<file path="src/design/rac_defines.vh">
`ifndef RAC_DEFINES_VH
`define RAC_DEFINES_VH

// address and range geometry
`define RAC_ADDR_W        32
`define RAC_NRANGE        8
`define RAC_NPAIR         4
`define RAC_NSET          4
`define RAC_SET_W         2
`define RAC_GRAN_BITS     3
`define RAC_NENTRY        32
`define RAC_IDX_W         5

// bound entry index fields: {code, pair[1:0], member, upper}
`define RAC_IDX_UPPER     0
`define RAC_IDX_MEMBER    1
`define RAC_IDX_PAIR_LSB  2
`define RAC_IDX_CODE      4

// access kinds
`define RAC_KIND_READ     2'h0
`define RAC_KIND_WRITE    2'h1
`define RAC_KIND_FETCH    2'h2

// packed set readback fields
`define RAC_SRD_DRS_LSB   0
`define RAC_SRD_RE_LSB    4
`define RAC_SRD_WE_LSB    12
`define RAC_SRD_XE_LSB    20
`define RAC_SRD_CRS_LSB   28

// reset values
`define RAC_BOUND_RST     29'h0000000
`define RAC_RS_RST        4'h0
`define RAC_PERM_RST      8'h00

`endif

</file>
<file path="src/design/rac_bound_regs.v">
`timescale 1ns/10ps
`default_nettype none
`include "rac_defines.vh"

// bound storage: all entries visible in parallel for the comparators,
// plus one registered readback port for software
module rac_bound_regs
(
  input  wire                                 clk,
  input  wire                                 rst_n,
  input  wire                                 wr_en,
  input  wire [`RAC_IDX_W-1:0]                wr_idx,
  input  wire [`RAC_ADDR_W-1:0]               wr_data,
  input  wire [`RAC_IDX_W-1:0]                rd_idx,
  output reg  [`RAC_ADDR_W-1:0]               rd_data_ff,
  output wire [`RAC_NENTRY*`RAC_ADDR_W-1:0]   bounds_flat
);

  wire [`RAC_NENTRY-1:0] wr_hit;

  // one-hot write select, so each entry sees a single enable bit
  assign wr_hit = wr_en ? ({{(`RAC_NENTRY-1){1'b0}}, 1'b1} << wr_idx) :
                          {`RAC_NENTRY{1'b0}};

  genvar e;
  generate
    for (e = 0; e < `RAC_NENTRY; e = e + 1)
    begin : g_ent
      reg  [`RAC_ADDR_W-1:`RAC_GRAN_BITS] bnd_ff;
      // only the upper bits are stored, so the low bits can never be set
      always @(posedge clk)
      begin
        if (!rst_n)
          bnd_ff <= `RAC_BOUND_RST;
        else if (wr_hit[e])
          bnd_ff <= wr_data[`RAC_ADDR_W-1:`RAC_GRAN_BITS];
      end
      assign bounds_flat[e*`RAC_ADDR_W +: `RAC_ADDR_W] =
        {bnd_ff, {`RAC_GRAN_BITS{1'b0}}};
    end
  endgenerate

  // registered readback of one entry
  always @(posedge clk)
  begin
    if (!rst_n)
      rd_data_ff <= {`RAC_ADDR_W{1'b0}};
    else
      rd_data_ff <= bounds_flat[rd_idx*`RAC_ADDR_W +: `RAC_ADDR_W];
  end

endmodule // rac_bound_regs

`default_nettype wire

</file>
<file path="config.mk">
export PLATFORM = sky130hd
export DESIGN_NAME = rac_bound_regs
export DESIGN_NICKNAME = d
export VERILOG_FILES = /design/src/design/rac_bound_regs.v
export VERILOG_INCLUDE_DIRS = /design/src /design/src/design
export SDC_FILE = /design/constraint.sdc
export NUM_CORES = 2
export LEC_CHECK = 0
export BUFFER_PORTS_ARGS = -buffer_cell sky130_fd_sc_hd__buf_2
export CAP_MARGIN = 20
export CORE_AREA = 3 3 426 428
export DETAILED_ROUTE_END_ITERATION = 6
export DIE_AREA = 0 0 429 431
export GPL_ROUTABILITY_DRIVEN = 0
export GPL_TIMING_DRIVEN = 0
export HOLD_SLACK_MARGIN = 0.15
export PLACE_DENSITY = 0.52
export SYNTH_ARGS = -nofsm -noshare
export SYNTH_HDL_FRONTEND = slang
export SYNTH_SLANG_ARGS = --single-unit
export TNS_END_PERCENT = 20
</file>
<file path="constraint.sdc">
create_clock -name clk -period 3.1 [get_ports clk]
set_input_delay 0.775 -clock clk [delete_from_list [all_inputs] [get_ports clk]]
set_output_delay 0.775 -clock clk [all_outputs]
set_load 0.05 [all_outputs]
</file>
Word level (Yosys, flattened, before mapping)

Cells that the tools add are included.

Shift-type cells: 2
Multiplexer cells: 1

Operators with widths:

| operator                                         | count |
|---|---|
| indexed part select 1024 x 11 -> 32 bit          | 1 |
| two-way mux 32 bit                               | 1 |
| left shift 1 x 5 -> 32 bit, first input constant | 1 |

Logic and storage cells: 36
Bits in registers: 960

Logic depth before layout (Yosys ltp)

Depth in word-level cells: 2
Depth in mapped cells: 9
Mapped depth without buffers: 4

Worst setup path before layout

OpenSTA, ideal clock, no wires.

Kind: input port to flip-flop
Start: input rd_idx[1]
End: register rd_data_ff[18]
Slack: 866 ps
Stages on the path: 6
Arrival time: 2098 ps
Library setup time: 136 ps
Path through: buf_6 -> buf_6 -> buf_2 -> mux4_2 -> a22oi_1 -> a31oi_1

Longest elaborated chain between the ends: 1

Ends and longest elaborated chain:

| element                                 | RTL line            | text |
|---|---|---|
| start: declaration                      | rac_bound_regs.v:14 | `` input wire [`RAC_IDX_W-1:0] rd_idx, `` |
| indexed part select 1024 x 11 -> 32 bit | rac_bound_regs.v:49 | `` rd_data_ff <= bounds_flat[rd_idx*`RAC_ADDR_W +: `RAC_ADDR_W]; `` |
| end signal: assignment                  | rac_bound_regs.v:47 | `` rd_data_ff <= {`RAC_ADDR_W{1'b0}}; `` |
| end signal: assignment                  | rac_bound_regs.v:49 |  |
| end: declaration                        | rac_bound_regs.v:15 | `` output reg [`RAC_ADDR_W-1:0] rd_data_ff, `` |

No other way between the ends.
A chain may end at the register's enable or synchronous reset.

Final worst setup path

Start: input rd_idx[2]
End: register rd_data_ff[22]

Same word-level chain as after synthesis.

==> summary.md <==
| Metric | Value |
|---|---|
| Area of the core | `178000 sq um` |
| Area share of the largest cell type after synthesis | `44.1%` |
| CTS Buf Count | `111` |
| Starting Density | `24.4%` |
| Largest net degree at the start of global routing | `16` |
| Post-route ant nets | `0` |
| Fin. max-slew vios | `0` |
| Rel. slew slack | `22.9%` |
| Ys Warns | `0` |
| Placed Cells | `8338` |
| Post-synth top cells | `nand2_1, dfxtp_1, a21boi_0` |
| Critical Path Source Type | `primary input` |
| Skew final | `0.0369 ns` |
| Fillers | `18900` |
| Leading area contributor after synthesis | `dfxtp_1` |
| Setup crit end kind | `register` |
| Endpoint, Worst Hold | `g_ent[30].bnd_ff[8]` |
| Worst R2R Start | `g_ent[2].bnd_ff[22]` |
| DP Area | `51800 sq um` |
| Clk root buf | `clkbuf_16` |
| Fin. Hold Viols | `0` |
| Vias in the first global route | `40300` |
| I/O Buffers | `993` |
| Nets | `6141` |
| DR top layer | `met5` |
| Share of layout cells above drive strength 1 | `28.0%` |
| Fraction of registers with async set/reset | `0%` |
| Main synth FF type | `dfxtp_1` |
| Initial antenna violation count | `22` |
| Fin crit period | `3.07 ns` |
| Clock Sinks | `957` |
| Wire length on met2 | `134000 microns` |
| Io pins | `1101` |
| Synthesized area per cell | `8.90 sq um` |
| EDFF count, synth | `0` |
| DIE AREA | `185000 sq um` |
| Final TNS setup | `0 ns` |
| # hold bufs at CTS | `0` |
| Worst Setup Path Type | `primary input to register` |
| R2r worst-path depth | `4` |
| GR Overflow Total | `0` |
| Vias per cell | `4.97` |
| Leakage | `0.0221 uW` |
| Initial drt markers | `3981` |
| Final Util | `31.3%` |
| Reg clk slew, reported paths | `0.06 ns` |
| Yosys cell types | `37` |
| Setup Buffers After CTS | `0` |
| CP startpoint | `rd_idx[2]` |
| Final setup fails | `0` |
| H-tree levels | `3` |
| Reg-to-reg endpoint | `rd_data_ff[22]` |
| CP required | `3.61 ns` |
| Drt pass-1 iters | `5` |
| DR WL met3 | `20100 microns` |
| Rows | `155` |
| FF-to-FF setup slack | `0.77 ns` |
| Synth Instances | `4886` |
| CTS tree | `done` |
| Slew at the pin with the worst max-slew slack | `1.16 ns` |
| Max VDD drop | `424 uV` |
| First-pass GRT wire length | `361000 microns` |
| P&R area growth vs syn | `28.1%` |
| Highest Clock Rate | `325 MHz` |
| Crit Path Max Fanout | `10` |
| Total of max-cap violations | `0` |
| Max Buffers Root-to-Sink | `3` |
| PwrDens | `533 nW/um^2` |
| Resized Gates After CTS | `0` |
| Vias post-DR | `42500` |
| GRT Resource Usage Total | `28.4%` |
| Worst Hold Class | `primary input to register` |
| Min-delay src | `wr_data[8]` |
| Post-route non-filler standard cell count | `8554` |
| Final period util | `99.1%` |
| Synthesized area | `43500 sq um` |
| Sequential area share after synthesis | `44.1%` |
| Die Span X | `429 microns` |
| Most frequent cell after synthesis | `nand2_1` |
| Outcome | `complete, no violations` |
| CP arrival | `3.58 ns` |
| Min-Delay Path Depth | `3` |
| Post-route cell area | `55700 sq um` |
| WL met1 | `101000 microns` |
| Die height | `431 microns` |
| Unrepaired setup endpoints after global routing | `no` |
| Post-DP HPWL | `225000 microns` |
| Synth area leaders | `dfxtp_1, nand2_1, a21boi_0` |
| Drt drc | `0` |
| Wirelength per Cell | `32.0 microns` |
| Worst-skew pair later-pin latency | `0.80 ns` |
| Synth Register Bits | `957` |
| Routed wire length | `273000 microns` |
[kinds of logic after synthesis]
kind of cell | share of synthesized area (%)
AND/OR/NAND/NOR | 17.3
multiplexers | 13.4
flip-flops | 44.1
AO/OA/AOI/OAI | 18.3
buffers and inverters | 6.92
other | 0.00862
[sequential cells by signal, indices dropped and copies added, names as in the netlist]
name / count
g_ent.bnd_ff: 928
rd_data_ff: 29
[cell type report]
type                            count  area [sq um]  area share (%)
Antenna cell                       16          40.0          0.0719
Buffer                            579          3010            5.40
Clock buffer                      153          3160            5.67
Clock inverter                     47           659            1.18
Inverter                            1          3.75         0.00674
Multi-Input combinational cell   3447         21700            38.9
Sequential cell                   957         19200            34.4
Tap cell                         2355          2950            5.29
Timing Repair Buffer              999          5050            9.07
[per-layer routing]
layer,vias to the layer above,track usage (%)
li1,18700,-
met1,21100,32.1
met2,2216,49.5
met3,545,6.06
met4,10,16.1
met5,-,0
[stage by stage]
step / power, uW / worst slack [ns] / hold WS [ns]
6_report: 29700 / 0.0272 / 0.391
5_1_grt: 30400 / 0.0860 / 0.378
4_1_cts: 29800 / 0.0108 / 0.323
3_5_place_dp: 15800 / -0.818 / 0.463
3_3_place_gp: 15800 / -0.999 / 0.455
2_1_floorplan: 14500 / 0.866 / 0.678
[report_power, final]
part	internal [uW]	switching, uW	total (uW)
clock	8210	5940	14200
combinational	727	2290	3020
sequential	12400	125	12500
total	21300	8360	29700
[critical path, cell delays in order]
cell	delay, ns
buf_4	0.19
buf_6	0.24
buf_4	0.31
buf_2	0.60
mux4_2	0.46
a22oi_1	0.55
a31oi_1	0.42
[how the worst max path moves through the flow]
stage,to,slack [ns]
finish,rd_data_ff[22],0.03
floorplan,rd_data_ff[18],0.87
detailed placement,rd_data_ff[22],-0.82
global placement,rd_data_ff[8],-1.0
CTS,rd_data_ff[22],0.01
global route,rd_data_ff[25],0.09
[cells in the final DEF (no fill, tap or decap), drive strengths merged, types with 29 or more instances in the layout]
cell	netlist	routed
nand2	1905	1905
a21boi	928	928
mux4	203	203
mux2i	58	58
buf	294	1293
dfxtp	957	957
conb	1	99
a22oi	29	29
o221ai	29	29
mux2	58	58
a31oi	29	29
clkbuf	285	438
Power figures use the tool's default switching activity.
